===== config.mk =====
export PLATFORM = sky130hd
export DESIGN_NAME = eepc_ctrl
export DESIGN_NICKNAME = d
export VERILOG_FILES = /design/src/rtl/eepc_pkg.sv /design/src/rtl/eepc_cells.sv /design/src/rtl/eepc_ctrl.sv /design/src/rtl/eepc_unlock.sv
export SDC_FILE = /design/constraint.sdc
export NUM_CORES = 2
export LEC_CHECK = 0
export BUFFER_PORTS_ARGS = -buffer_cell sky130_fd_sc_hd__buf_2
export CAP_MARGIN = 0
export CORE_ASPECT_RATIO = 1.4
export CORE_MARGIN = 3
export CORE_UTILIZATION = 40
export CTS_BUF_LIST = sky130_fd_sc_hd__clkbuf_16
export DETAILED_ROUTE_END_ITERATION = 8
export SYNTH_ARGS = -nofsm -noshare
export SYNTH_HDL_FRONTEND = slang
export SYNTH_SLANG_ARGS = --single-unit

===== constraint.sdc =====
create_clock -name core_clk -period 25.1 [get_ports core_clk]
set_clock_uncertainty 0.1 [all_clocks]
set_input_delay 5.02 -clock core_clk [delete_from_list [all_inputs] [get_ports core_clk]]
set_output_delay 5.02 -clock core_clk [all_outputs]
set_load 0.03 [all_outputs]

===== src/rtl/eepc_pkg.sv =====
// Shared constants and types for the EEPROM program/erase control block
package eepc_pkg;
	localparam int EEPC_AW = 18;
	localparam int EEPC_DW = 32;
	// Register indexes; the byte address is four times the index
	localparam logic [15:0] EEPC_IDX_BLOCK_WRITE_PROTECT = 16'h1035;
	localparam logic [15:0] EEPC_IDX_PROGRAM_ERASE_CONTROL = 16'h103b;
	localparam logic [15:0] EEPC_IDX_SETUP = 16'h103f;
	// Array window inside a 4K page
	localparam logic [2:0] EEPC_WIN_HI = 3'h7;
	localparam logic [3:0] EEPC_FORCED_PAGE = 4'hf;
	localparam int EEPC_ARR_BYTES = 512;
	localparam int EEPC_ROW_BYTES = 16;
	// Block boundaries (array offsets)
	localparam logic [8:0] EEPC_BLK1_START = 9'h020;
	localparam logic [8:0] EEPC_BLK2_START = 9'h060;
	localparam logic [8:0] EEPC_BLK3_START = 9'h0e0;
	localparam logic [8:0] EEPC_LAST_OFF = 9'h1ff;
	// Block-protect fields and reset
	localparam int EEPC_BP_SETUP = 4;
	localparam logic [4:0] EEPC_BP_RESET = 5'h1f;
	// Program/erase control fields
	localparam int EEPC_PP_ODD = 7;
	localparam int EEPC_PP_EVEN = 6;
	localparam int EEPC_PP_BYTE = 4;
	localparam int EEPC_PP_ROW = 3;
	localparam int EEPC_PP_ERASE = 2;
	localparam int EEPC_PP_LAT = 1;
	localparam int EEPC_PP_HV = 0;
	localparam logic [7:0] EEPC_PP_RESET = 8'h00;
	localparam logic [7:0] EEPC_PP_MASK = 8'hdf;
	// Setup register fields
	localparam int EEPC_CF_MAP = 4;
	localparam int EEPC_CF_WDOFF = 2;
	localparam int EEPC_CF_EN = 0;
	localparam logic [7:0] EEPC_CF_ONES = 8'h0a;
	localparam logic [7:0] EEPC_CF_RESET = 8'h0a;
	localparam logic [7:0] EEPC_ERASED = 8'hff;
	localparam int EEPC_UNLOCK_CYCLES = 64;
	// Operating mode codes on the mode pins
	localparam logic [1:0] EEPC_MODE_BOOT = 2'h0;
	localparam logic [1:0] EEPC_MODE_SINGLE = 2'h1;
	localparam logic [1:0] EEPC_MODE_TEST = 2'h2;
	localparam logic [1:0] EEPC_MODE_EXP = 2'h3;

	typedef struct packed {
		logic valid;
		logic to_setup;
		logic [8:0] off;
		logic [7:0] data;
	} eepc_pend_t;

	typedef struct packed {
		logic erase;
		logic byte_sel;
		logic row_sel;
	} eepc_op_t;
endpackage


===== src/rtl/eepc_cells.sv =====
// Nonvolatile array and setup cell with registered read
`timescale 1ns/100ps
module eepc_cells import eepc_pkg::*; #(
	parameter int DEPTH = EEPC_ARR_BYTES
) (
	input wire logic core_clk,
	input wire logic [$clog2(DEPTH)-1:0] rd_addr,
	output logic [7:0] rd_data,
	input wire logic wr_en,
	input wire logic [$clog2(DEPTH)-1:0] wr_addr,
	input wire logic wr_erase,
	input wire logic [7:0] wr_data,
	input wire logic setup_we,
	input wire logic setup_erase,
	input wire logic [7:0] setup_data,
	output logic [7:0] setup_cell
);
	// Cells start erased; they keep their contents across reset
	logic [7:0] mem [DEPTH] = '{default: EEPC_ERASED};
	logic [7:0] setup_q = EEPC_ERASED;

	assign setup_cell = setup_q;

	// Programming only clears bits; erase sets all ones
	always_ff @(posedge core_clk) begin
		rd_data <= mem[rd_addr];
		if (wr_en)
			mem[wr_addr] <= wr_erase ? EEPC_ERASED : (mem[wr_addr] & wr_data);
		if (setup_we)
			setup_q <= setup_erase ? EEPC_ERASED : (setup_q & setup_data);
	end
endmodule


===== src/rtl/eepc_ctrl.sv =====
// EEPROM program/erase control with APB register access
//
// Contract
// - Array sits at E00-FFF of selected 4K page; forced page F in single/boot.
// - Enable forced one in single/boot; test starts zero, one write enables.
// - Expanded mode: array mapped only while enable bit is one.
// - Erased byte reads FF; erase by byte, row or whole array.
// - Protect register resets all set; clearing only within 64 cycles.
// - Normal modes: bits may be set later, never cleared; special modes free.
// - Lock bits guard blocks of 32, 64, 128 and 288 bytes.
// - Setup-protect bit blocks program and erase of setup register.
// - Program/erase control register resets to zero.
// - Byte/row select choose bulk, row or byte erase.
// - Erase, latch and high-voltage bits steer the operation.
// - Latch and voltage set together before a latch-only write: neither sets.
// - Array writes ignored while high voltage on.
// - No array write between latch and voltage: no operation.
// - Bulk and row erase skip protected bytes.
// - Row erase picks row of latched address; bulk takes any address.
// - Programming only clears bits; byte/row selects ignored.
// - Setup register latched from cells at reset; test mode writes it.
// - Bulk erase of setup register also erases unprotected array.
// - Watchdog-disable bit set suppresses watchdog reset on timeout.
`timescale 1ns/100ps
module eepc_ctrl import eepc_pkg::*; #(
	parameter int UNLOCK_CYCLES = EEPC_UNLOCK_CYCLES
) (
	input wire logic core_clk,
	input wire logic resetn,
	input wire logic psel,
	input wire logic penable,
	input wire logic pwrite,
	input wire logic [EEPC_AW-1:0] paddr,
	input wire logic [EEPC_DW-1:0] pwdata,
	output logic [EEPC_DW-1:0] prdata,
	output logic pready,
	output logic pslverr,
	input wire logic [1:0] mode_pins,
	input wire logic watchdog_timeout,
	output logic watchdog_reset,
	output logic high_voltage_on,
	output logic op_busy
);
	typedef enum logic {ST_IDLE, ST_SWEEP} eepc_state_t;

	logic [1:0] mode_meta;
	logic [1:0] mode;
	logic [4:0] block_write_protect;
	logic [7:0] program_erase_control;
	logic [7:0] setup_latch;
	logic setup_loaded;
	logic window_open;
	eepc_pend_t pend;
	eepc_op_t op;
	logic armed;
	eepc_state_t state;
	logic [8:0] sweep_off;
	logic [8:0] sweep_end;
	logic sweep_erase;
	logic [7:0] sweep_data;
	logic [7:0] rd_data;
	logic [7:0] setup_cell;
	logic [1:0] mode_settle;
	logic [9:0] sweep_cycles;

	// Mode pins come from outside; two flops before use
	always_ff @(posedge core_clk or negedge resetn) begin
		if (!resetn) begin
			mode_meta <= EEPC_MODE_SINGLE;
			mode <= EEPC_MODE_SINGLE;
		end else begin
			mode_meta <= mode_pins;
			mode <= mode_meta;
		end
	end

	// Setup load waits until the mode pins have passed both flops
	always_ff @(posedge core_clk or negedge resetn) begin
		if (!resetn)
			mode_settle <= '0;
		else
			mode_settle <= {mode_settle[0], 1'b1};
	end

	wire forced = (mode == EEPC_MODE_SINGLE) || (mode == EEPC_MODE_BOOT);
	wire special = (mode == EEPC_MODE_TEST) || (mode == EEPC_MODE_BOOT);
	wire is_test = (mode == EEPC_MODE_TEST);

	eepc_unlock #(.CYCLES(UNLOCK_CYCLES)) u_unlock (
		.core_clk(core_clk),
		.resetn(resetn),
		.window_open(window_open)
	);

	// Address decode
	wire [15:0] cpu_addr = paddr[17:2];
	wire [3:0] map_position = setup_latch[EEPC_CF_MAP +: 4];
	wire array_enable = forced ? 1'b1 : setup_latch[EEPC_CF_EN];
	wire [3:0] arr_page = forced ? EEPC_FORCED_PAGE : map_position;
	wire [8:0] arr_off = cpu_addr[8:0];
	wire hit_arr = array_enable && (cpu_addr[15:12] == arr_page) &&
		(cpu_addr[11:9] == EEPC_WIN_HI);
	wire hit_bp = (cpu_addr == EEPC_IDX_BLOCK_WRITE_PROTECT);
	wire hit_pp = (cpu_addr == EEPC_IDX_PROGRAM_ERASE_CONTROL);
	wire hit_cf = (cpu_addr == EEPC_IDX_SETUP);
	wire mapped = hit_arr || hit_bp || hit_pp || hit_cf;
	wire acc = psel && penable;
	wire wr = acc && pwrite;
	wire bp_we = wr && hit_bp;
	wire pp_we = wr && hit_pp;
	wire cf_we = wr && hit_cf;
	wire arr_we = wr && hit_arr;
	wire [7:0] wd = pwdata[7:0];

	assign pready = 1'b1;
	assign pslverr = acc && !mapped;

	// Read mux; array data comes registered from the cell module
	wire [7:0] setup_view = setup_latch | EEPC_CF_ONES;
	wire [7:0] setup_rd = {setup_view[7:1], array_enable};
	wire [7:0] rd_byte = hit_arr ? rd_data :
		hit_bp ? {3'h0, block_write_protect} :
		hit_pp ? program_erase_control :
		hit_cf ? setup_rd : 8'h00;
	assign prdata = {24'h000000, rd_byte};

	// Block protect: full write in window or special modes, else set only
	wire [4:0] next_bp = (window_open || special) ? wd[4:0] :
		(block_write_protect | wd[4:0]);
	always_ff @(posedge core_clk or negedge resetn) begin
		if (!resetn)
			block_write_protect <= EEPC_BP_RESET;
		else if (bp_we)
			block_write_protect <= next_bp;
	end

	wire lat = program_erase_control[EEPC_PP_LAT];
	wire hv = program_erase_control[EEPC_PP_HV];
	wire both_early = wd[EEPC_PP_LAT] && wd[EEPC_PP_HV] && !lat;
	wire [7:0] pp_w = wd & EEPC_PP_MASK;
	wire [7:0] next_pp = both_early ?
		(pp_w & ~(8'h01 << EEPC_PP_LAT) & ~(8'h01 << EEPC_PP_HV)) : pp_w;
	wire hv_set = pp_we && !hv && next_pp[EEPC_PP_HV];
	wire hv_clear = pp_we && hv && !next_pp[EEPC_PP_HV];
	wire commit = hv_clear && armed;

	always_ff @(posedge core_clk or negedge resetn) begin
		if (!resetn)
			program_erase_control <= EEPC_PP_RESET;
		else if (pp_we)
			program_erase_control <= next_pp;
	end

	assign high_voltage_on = hv;

	// Latched target: captured while latch on and voltage off
	wire cap_arr = arr_we && lat && !hv;
	wire cap_cf = cf_we && lat && !hv;
	always_ff @(posedge core_clk or negedge resetn) begin
		if (!resetn)
			pend <= '0;
		else if (pp_we && !next_pp[EEPC_PP_LAT])
			pend <= '0;
		else if (cap_arr || cap_cf)
			pend <= '{valid: 1'b1, to_setup: cap_cf, off: arr_off, data: wd};
	end

	// Operation armed only if a target was written before voltage on
	always_ff @(posedge core_clk or negedge resetn) begin
		if (!resetn) begin
			armed <= 1'b0;
			op <= '0;
		end else if (hv_set) begin
			armed <= pend.valid;
			op <= '{erase: next_pp[EEPC_PP_ERASE],
				byte_sel: next_pp[EEPC_PP_BYTE],
				row_sel: next_pp[EEPC_PP_ROW]};
		end else if (hv_clear) begin
			armed <= 1'b0;
		end
	end

	// Range of the committed operation
	wire bulk = op.erase && !op.byte_sel && !op.row_sel;
	wire row = op.erase && !op.byte_sel && op.row_sel;
	wire [8:0] row_base = {pend.off[8:4], 4'h0};
	wire [8:0] row_last = {pend.off[8:4], 4'hf};
	wire [8:0] start_off = bulk ? 9'h000 : row ? row_base : pend.off;
	wire [8:0] end_off = bulk ? EEPC_LAST_OFF : row ? row_last : pend.off;
	wire sweep_go = commit && (!pend.to_setup || bulk);

	// Lock bit covering an array offset
	function automatic logic [1:0] blk_of(input logic [8:0] off);
		if (off < EEPC_BLK1_START)
			blk_of = 2'd0;
		else if (off < EEPC_BLK2_START)
			blk_of = 2'd1;
		else if (off < EEPC_BLK3_START)
			blk_of = 2'd2;
		else
			blk_of = 2'd3;
	endfunction

	wire sweep_locked = block_write_protect[blk_of(sweep_off)];
	wire mem_we = (state == ST_SWEEP) && !sweep_locked;
	wire sweep_done = (sweep_off == sweep_end);

	always_ff @(posedge core_clk or negedge resetn) begin
		if (!resetn) begin
			state <= ST_IDLE;
			sweep_off <= '0;
			sweep_end <= '0;
			sweep_erase <= 1'b0;
			sweep_data <= EEPC_ERASED;
		end else begin
			case (state)
				ST_IDLE: begin
					if (sweep_go) begin
						state <= ST_SWEEP;
						sweep_off <= start_off;
						sweep_end <= end_off;
						sweep_erase <= op.erase;
						sweep_data <= pend.data;
					end
				end
				ST_SWEEP: begin
					if (sweep_done)
						state <= ST_IDLE;
					else
						sweep_off <= sweep_off + 9'h001;
				end
				default: state <= ST_IDLE;
			endcase
		end
	end

	assign op_busy = hv || (state == ST_SWEEP);

	// Length of the running sweep, for the length check
	always_ff @(posedge core_clk or negedge resetn) begin
		if (!resetn)
			sweep_cycles <= '0;
		else if (state == ST_SWEEP)
			sweep_cycles <= sweep_cycles + 10'h001;
		else
			sweep_cycles <= '0;
	end

	// Setup cell change, blocked by setup-protect
	wire setup_we = commit && pend.to_setup &&
		!block_write_protect[EEPC_BP_SETUP];

	eepc_cells #(.DEPTH(EEPC_ARR_BYTES)) u_cells (
		.core_clk(core_clk),
		.rd_addr(arr_off),
		.rd_data(rd_data),
		.wr_en(mem_we),
		.wr_addr(sweep_off),
		.wr_erase(sweep_erase),
		.wr_data(sweep_data),
		.setup_we(setup_we),
		.setup_erase(op.erase),
		.setup_data(pend.data),
		.setup_cell(setup_cell)
	);

	// Setup register: loaded once after reset, direct writes in test only
	always_ff @(posedge core_clk or negedge resetn) begin
		if (!resetn) begin
			setup_loaded <= 1'b0;
			setup_latch <= EEPC_CF_RESET;
		end else if (!setup_loaded && mode_settle[1]) begin
			setup_loaded <= 1'b1;
			setup_latch <= is_test ?
				(setup_cell & ~(8'h01 << EEPC_CF_EN)) : setup_cell;
		end else if (cf_we && is_test && !lat) begin
			setup_latch <= wd;
		end
	end

	assign watchdog_reset = watchdog_timeout &&
		!setup_latch[EEPC_CF_WDOFF];

	// Checks
	chk_bp_noclear: assert property (@(posedge core_clk) disable iff (!resetn)
		(!special && !window_open && bp_we) |=>
		((block_write_protect & $past(block_write_protect)) ==
		$past(block_write_protect)))
		else $error("protect bit cleared after unlock window");
	chk_both_early: assert property (@(posedge core_clk) disable iff (!resetn)
		(pp_we && !lat && wd[EEPC_PP_LAT] && wd[EEPC_PP_HV]) |=>
		(!lat && !hv))
		else $error("latch and voltage set in one early write");
	chk_hv_ignore: assert property (@(posedge core_clk) disable iff (!resetn)
		(arr_we && hv && !pp_we) |=> $stable(pend))
		else $error("array write disturbed operation");
	chk_no_target: assert property (@(posedge core_clk) disable iff (!resetn)
		(hv_set && !pend.valid) |=> (!armed ##1 (state == ST_IDLE)))
		else $error("operation armed with no target");
	chk_lock_block: assert property (@(posedge core_clk) disable iff (!resetn)
		mem_we |-> !(
		(sweep_off < EEPC_BLK1_START) ? block_write_protect[0] :
		(sweep_off < EEPC_BLK2_START) ? block_write_protect[1] :
		(sweep_off < EEPC_BLK3_START) ? block_write_protect[2] :
		block_write_protect[3]))
		else $error("write into locked block");
	chk_setup_prot: assert property (@(posedge core_clk) disable iff (!resetn)
		(commit && pend.to_setup && block_write_protect[EEPC_BP_SETUP]) |=>
		$stable(setup_cell))
		else $error("protected setup cell changed");
	chk_page_force: assert property (@(posedge core_clk) disable iff (!resetn)
		(forced && psel && cpu_addr[15:9] == {EEPC_FORCED_PAGE, EEPC_WIN_HI})
		|-> hit_arr)
		else $error("array not at forced page");
	chk_map_off: assert property (@(posedge core_clk) disable iff (!resetn)
		(mode == EEPC_MODE_EXP && !setup_latch[EEPC_CF_EN]) |-> !hit_arr)
		else $error("disabled array still decoded");
	chk_row_len: assert property (@(posedge core_clk) disable iff (!resetn)
		(sweep_go && row && !pend.to_setup) |=> ##15
		(state == ST_SWEEP && sweep_done &&
		sweep_cycles == 10'(EEPC_ROW_BYTES - 1)) ##1 (state == ST_IDLE))
		else $error("row erase length wrong");
	chk_test_load: assert property (@(posedge core_clk) disable iff (!resetn)
		(!setup_loaded && mode_settle[1] && is_test) |=>
		!setup_latch[EEPC_CF_EN])
		else $error("enable not cleared at test-mode load");
	chk_wdog: assert property (@(posedge core_clk) disable iff (!resetn)
		(watchdog_timeout && setup_loaded) |->
		(watchdog_reset != setup_rd[EEPC_CF_WDOFF]))
		else $error("watchdog reset against disable bit");

	cov_program: cover property (@(posedge core_clk) disable iff (!resetn)
		commit && !op.erase);
	cov_bulk: cover property (@(posedge core_clk) disable iff (!resetn)
		sweep_go && bulk);
	cov_early_both: cover property (@(posedge core_clk) disable iff (!resetn)
		pp_we && both_early);
	cov_row: cover property (@(posedge core_clk) disable iff (!resetn)
		sweep_go && row);
	cov_setup_prog: cover property (@(posedge core_clk) disable iff (!resetn)
		setup_we && !op.erase);
endmodule


===== src/rtl/eepc_unlock.sv =====
// Unlock window timer counting bus-clock cycles after reset
`timescale 1ns/100ps
module eepc_unlock import eepc_pkg::*; #(
	parameter int CYCLES = EEPC_UNLOCK_CYCLES
) (
	input wire logic core_clk,
	input wire logic resetn,
	output logic window_open
);
	logic [$clog2(CYCLES+1)-1:0] count;
	localparam logic [$clog2(CYCLES+1)-1:0] LAST = CYCLES[$clog2(CYCLES+1)-1:0];

	always_ff @(posedge core_clk or negedge resetn) begin
		if (!resetn)
			count <= '0;
		else if (count != LAST)
			count <= count + 1'b1;
	end

	assign window_open = (count != LAST);
endmodule


* Word level (Yosys, flattened, before mapping)
Memories as Yosys holds them, arrays and structs flattened. A register that Yosys moved wholly into a read port is not among the register bits.
Cells that the tools add are included.
** Word-level totals
- Flip-flop bits (word level) :: 94
- RAM bits :: 4096
- Input port bits :: 58
- Output and inout port bits :: 37
- Word-level logic and storage cells :: 136
- Memories kept :: 1
** Memories
- u_cells.mem :: depth 512, width 8, read ports 2, clocked after memory_dff 1, write ports 1, RTL line eepc_cells.sv:19 : logic [7:0] mem [DEPTH] = '{default: EEPC_ERASED};
** Cells by class
- Add/sub/neg operators :: 2
- $lt $le $gt $ge :: 4
- Equality and inequality tests :: 11
- Muxes and demuxes :: 33
- Bitwise logic cells :: 4
- Reductions and logical operators :: 59
** Operators by type and width (number)
- $mux 8 :: 7
- $eq 16x13->1 const B :: 3
- $mux 19 :: 2
- $mux 9 :: 4
- $logic_and 1x1->1 :: 32
- $pmux 9 s2 :: 1
- $and 8x8->8 :: 2
- $logic_not 1->1 :: 12
- $mux 4 :: 3
- $mux 1 :: 10
- $add 9x1->9 const B :: 1
- $eq 9x9->1 :: 1
- $logic_or 1x1->1 :: 9
- $lt 9x6->1 const B :: 1
- $lt 9x7->1 const B :: 1
- $lt 9x8->1 const B :: 1
- $add 7x1->7 const B :: 1
- $ne 7x7->1 const B :: 1
- $mux 2 :: 3
- $reduce_bool 2->1 :: 3
- $mux 5 :: 1
- $or 5x5->5 :: 1
- $eq 4x4->1 :: 1
- $lt 2x4->1 const B :: 1
- other kinds (9) :: 11

* Depth between registers and ports, before layout
- Word-level depth :: 12
- Depth in mapped cells :: 14
- Gate-level depth less buffers :: 7

* Cells and area by module
Synthesis repeated with hierarchy kept, for this count alone.
** Second synthesis, totals
- Cells, all modules :: 9897
- Area, all modules :: 196155.6 µm²
** Modules (own cells, without submodules)
- eepc_cells :: times used 1, cells each 9462, area each 191652.6 µm², sequential area each 123398.3 µm²
- eepc_ctrl :: times used 1, cells each 409, area each 4166.5 µm², sequential area each 1920.6 µm²
- eepc_unlock :: times used 1, cells each 26, area each 336.6 µm², sequential area each 175.2 µm²

* Least setup slack after synthesis
Ideal clock, no wire load.
- Path type :: register -> register
- Start point :: register sweep_off[0]
- End point :: memory u_cells.mem[0][6], data pin
- Library setup time :: 3.254 ns
- Data arrival time :: 17.605 ns
- Required time :: 21.746 ns
- Setup slack :: 4.140 ns
- Cell stages (with the launch flop) :: 13
- Path buffers :: 7
- Clock period less this slack :: 20.960 ns
- Cells stage by stage :: dfrtp_1 buf_4 buf_6 buf_2 buf_4 buf_2 buf_4 buf_2 o221ai_1 a31oi_1 a21oi_1 o22a_1 a31oi_1
** On the way
- Cells in the longest elaborated chain, start to end :: 3
** RTL lines
- from (decl) :: RTL line eepc_ctrl.sv:57 : logic [8:0] sweep_off;
- from (signal assigned) :: RTL line eepc_ctrl.sv:220 : sweep_off <= start_off;
- from (signal assigned) :: RTL line eepc_ctrl.sv:230 : sweep_off <= sweep_off + 9'h001;
- $mem_v2 512x8
- $and 8x8->8 :: RTL line eepc_cells.sv:28 : mem[wr_addr] <= wr_erase ? EEPC_ERASED : (mem[wr_addr] & wr_data);
- $mux 8 :: RTL line eepc_cells.sv:28
- to (decl) :: RTL line eepc_cells.sv:19
Every way passes these cells.

* Worst setup path after layout
- Start point :: input port paddr[2]
- End point :: output port prdata[2]
** On the way
- Cells in the longest elaborated chain, start to end :: 5
- Elaborated cells on any way between the ends :: 7
- Classes of those cells :: 3 x eq/ne; 4 x mux
** RTL lines
- from (decl) :: RTL line eepc_ctrl.sv:33 : input wire logic [EEPC_AW-1:0] paddr,
- $eq 16x13->1 :: RTL line eepc_ctrl.sv:105 : wire hit_cf = (cpu_addr == EEPC_IDX_SETUP);
- $mux 8 :: RTL line eepc_ctrl.sv:124 : hit_cf ? setup_rd : 8'h00;
- $mux 8 :: RTL line eepc_ctrl.sv:123 : hit_pp ? program_erase_control :
- $mux 8 (*) :: RTL line eepc_ctrl.sv:122 : hit_bp ? {3'h0, block_write_protect} :
- $mux 8 (*) :: RTL line eepc_ctrl.sv:121 : wire [7:0] rd_byte = hit_arr ? rd_data :
- to (decl) :: RTL line eepc_ctrl.sv:35 : output logic [EEPC_DW-1:0] prdata,
Mark *: on every way between the ends. The rest lies on a longest branch, timed or not.

==> reports/results.tsv <==
stage	metric	value	unit
drt	vias_per_cell	7.02	
synth	ys_top_cells_by_count	edfxtp_1, mux4_2, nor2_1, mux2i_1, clkbuf_1	
drt	met3_length	88900	um
place	post-dp-hpwl	493000	um
pwr	power	14200	uW
die	rows	303	
synth	yosysWarnings	0	
synth	synth_edf_count	4102	
layout	syn2layout_area_growth	11.1	%
clock_network	cts_hold_buf	0	
synth	synth_area_leaders	edfxtp_1, mux4_2, mux2i_1	
drt	vias	118000	
drt	met2WireLength	353000	um
die	die_area	498000	um^2
min_path	hold_class	flop to flop	
timing	tightestPinTransition	1640	ps
synth	synth.most_common_cell	edfxtp_1	
outcome	outcome	finished with violations	
timing	final-max-slew-violation-count	101	
worst_setup_path	cp-start-kind	primary input	
grt	antenna_found_initial	102	
synth	ys_seq_elements	4193	
layout	seq_area	125000	um^2
clock_network	clock_path_buffers	4	
grt	grt_pass1_wl	1010000	um
drt	drtAntennaViolNets	0	
timing	fin_crit	12460	ps
clock_network	cts_setup_buffers	0	
drt	route.detailed.drc	0	
worst_setup_path	crit_chain	buf_12, or4b_1, or4_4, nor2_1, a222oi_1, inv_1, buf_2	
die	core-area	487000	um^2
timing	rsz0062_at_grt	false	
drt	wl_per_cell	45.0	um
synth	yosysSeqAreaShare	64.1	%
clock_network	cts_tree	built	
worst_setup_path	required	19980	ps
drt	drt_iter0_drc	19800	
synth	synth_top_cell_area_share	63.0	%
outcome	violations	capacitance limit, slew limit	
timing	setup_viol	0	
layout	multi_input_area	66700	um^2
timing	finalCritPeriodShare	49.6	%
worst_setup_path	cpPeakStageDelay	540	ps
clock_network	post_cts_resized	0	
clock_network	htreeDepth	5	
layout	drive_gt1_share	33.7	%
timing	fmax	80.2	MHz
pwr	leakagePower	0.0567	uW
clock_network	clkSinkCount	4193	
worst_setup_path	cp-end-kind	output pin	
grt	grt_max_degree	249	
place	io_buffers	43	
layout	fin_nets	9941	
clock_network	cts_buffers	402	
grt	grt-ovfl-total	0	
clock_network	cts_root_buf	clkbuf_16	
synth	avgSynthCellArea	19.9	um^2
clock_network	clk_latency	1110	ps
drt	wl_met1	239000	um
drt	postRouteWirelength	754000	um
die	start_util	40.2	%
worst_setup_path	arrival	7340	ps
worst_setup_path	path_max_fanout	47	
drt	dr.max_layer_used	met5	
pwr	powerDensity	65.4	nW/um^2
synth	async_flop_share	1.98	%
synth	synthesis.instances	9849	
run	maxCapViolations	1	
grt	grt_pass1_vias	116000	
timing	max_slew_margin	-9.18	%
worst_setup_path	criticalPathCategory	primary input to output pin	
die	die_h	834	um
pwr	ir_drop	0.0690	mV
die	io_pins	95	
timing	finalHoldViolCount	0	
die	die_w	597	um
drt	drt_pre_antenna_iters	8	
layout	fill_cells	41100	
worst_setup_path	slowest_stage	or4_4	
synth	syn_area	196000	um^2
clock_network	clk_pin_slew	60	ps
synth	ys_types	89	
synth	ys.flop_type	edfxtp_1	
timing	fin_setup_tns	0	ps
place	gp_congestion	0.985	
grt	grt_usage	29.9	%
synth	synth.largest_area_cell	edfxtp_1	
==> through the flow <==
step                      instances  worst slack (ps)  utilization, %  hold slack, ps  cell area (um^2)
final                         16700             12640            44.7             249            217000
after global placement        15900             12580            41.9             232            204000
after detailed placement      15900             12670            41.9             236            204000
after global routing          16600             12520            44.6             257            217000
after floorplan                9873              4140               -             231            196000
after CTS                     16600             12660            44.6             251            217000
==> power breakdown <==
| part | internal [uW] | leakage [uW] | switching (uW) | total, uW |
|---|---|---|---|---|
| Sequential | 7560 | 0.0294 | 8.54 | 7570 |
| Combinational | 108 | 0.0205 | 243 | 351 |
| Clock | 3470 | 0.00675 | 2840 | 6300 |
==> sequential cells by signal, summed over array words and instances (netlist names), 2 cells and up <==
signal	cells
u_cells.mem	4096
pend	19
sweep_end	9
sweep_off	9
sweep_data	8
u_cells.rd_data	8
program_erase_control	7
u_unlock.count	7
setup_latch	6
u_cells.setup_cell	6
block_write_protect	5
op	3
mode	2
mode_meta	2
mode_settle	2
==> layer usage <==
metal	up-vias	track usage [%]
li1	42700	-
met1	62900	34.5
met2	9473	46.3
met3	2363	8.55
met4	38	24.9
met5	-	0
==> final timing paths <==
path                                           from                            end  slack [ps]  cells after the start
setup / recovery                           paddr[2]                      prdata[2]       12640                      7
hold / removal             mode_settle[0]$_DFF_PN0_       mode_settle[1]$_DFF_PN0_         250                      0
setup reg to reg           sweep_off[1]$_DFFE_PN0P_    u_cells.mem[6][3]$_DFFE_PP_       14620                     13
hold reg to reg            mode_settle[0]$_DFF_PN0_       mode_settle[1]$_DFF_PN0_         250                      0
max in group asynchronous                    resetn       sweep_off[4]$_DFFE_PN0P_       20030                      2
min in group asynchronous                    resetn  u_unlock.count[2]$_DFFE_PN0P_        3830                      1
==> critical path, delay by kind of cell <==
family                 cells  cell delay [ps]
buffers and inverters      3              620
AOI/OAI and AO/OA          1              150
and+or+nand+nor            3             1440
==> cells by family after synthesis <==
logic type | Yosys count | synth area share [%]
flip-flops | 4193 | 64.1
multiplexers | 2638 | 27.6
AND/OR/NAND/NOR | 1263 | 2.88
AO/OA/AOI/OAI | 872 | 3.15
buffers and inverters | 859 | 2.12
XOR/XNOR | 16 | 0.0716
adder cells (fa/ha/maj) | 6 | 0.0384
other | 2 | 0.00384
==> cell type report <==
class	instances	share of cell area, %
clock inverters	337	1.44
repair buffers	439	1.64
inverters	20	0.0414
flip-flops and latches	4193	57.7
well taps	6405	3.69
diodes	110	0.127
multi-input cells	4821	30.7
clock buffers	408	4.70
==> cell usage in the layout, fill, tap and decap left out, types with 40 or more instances in the layout <==
master     count
nor2_1       633
mux2_2        79
edfxtp_1    4102
a22oi_1      275
dfrtp_1       61
clkinv_2      75
clkinv_1      89
clkbuf_16    408
a21oi_1      171
o21ai_0       49
nand3_1       96
inv_1         78
bufinv_16     48
nor3_1        40
mux2i_1      356
mux4_2      2202
buf_4        374
diode_2      110
nand4_1       53
nand2_1      216
o22ai_1       72
Note: power is estimated with default switching activity, not from simulation.
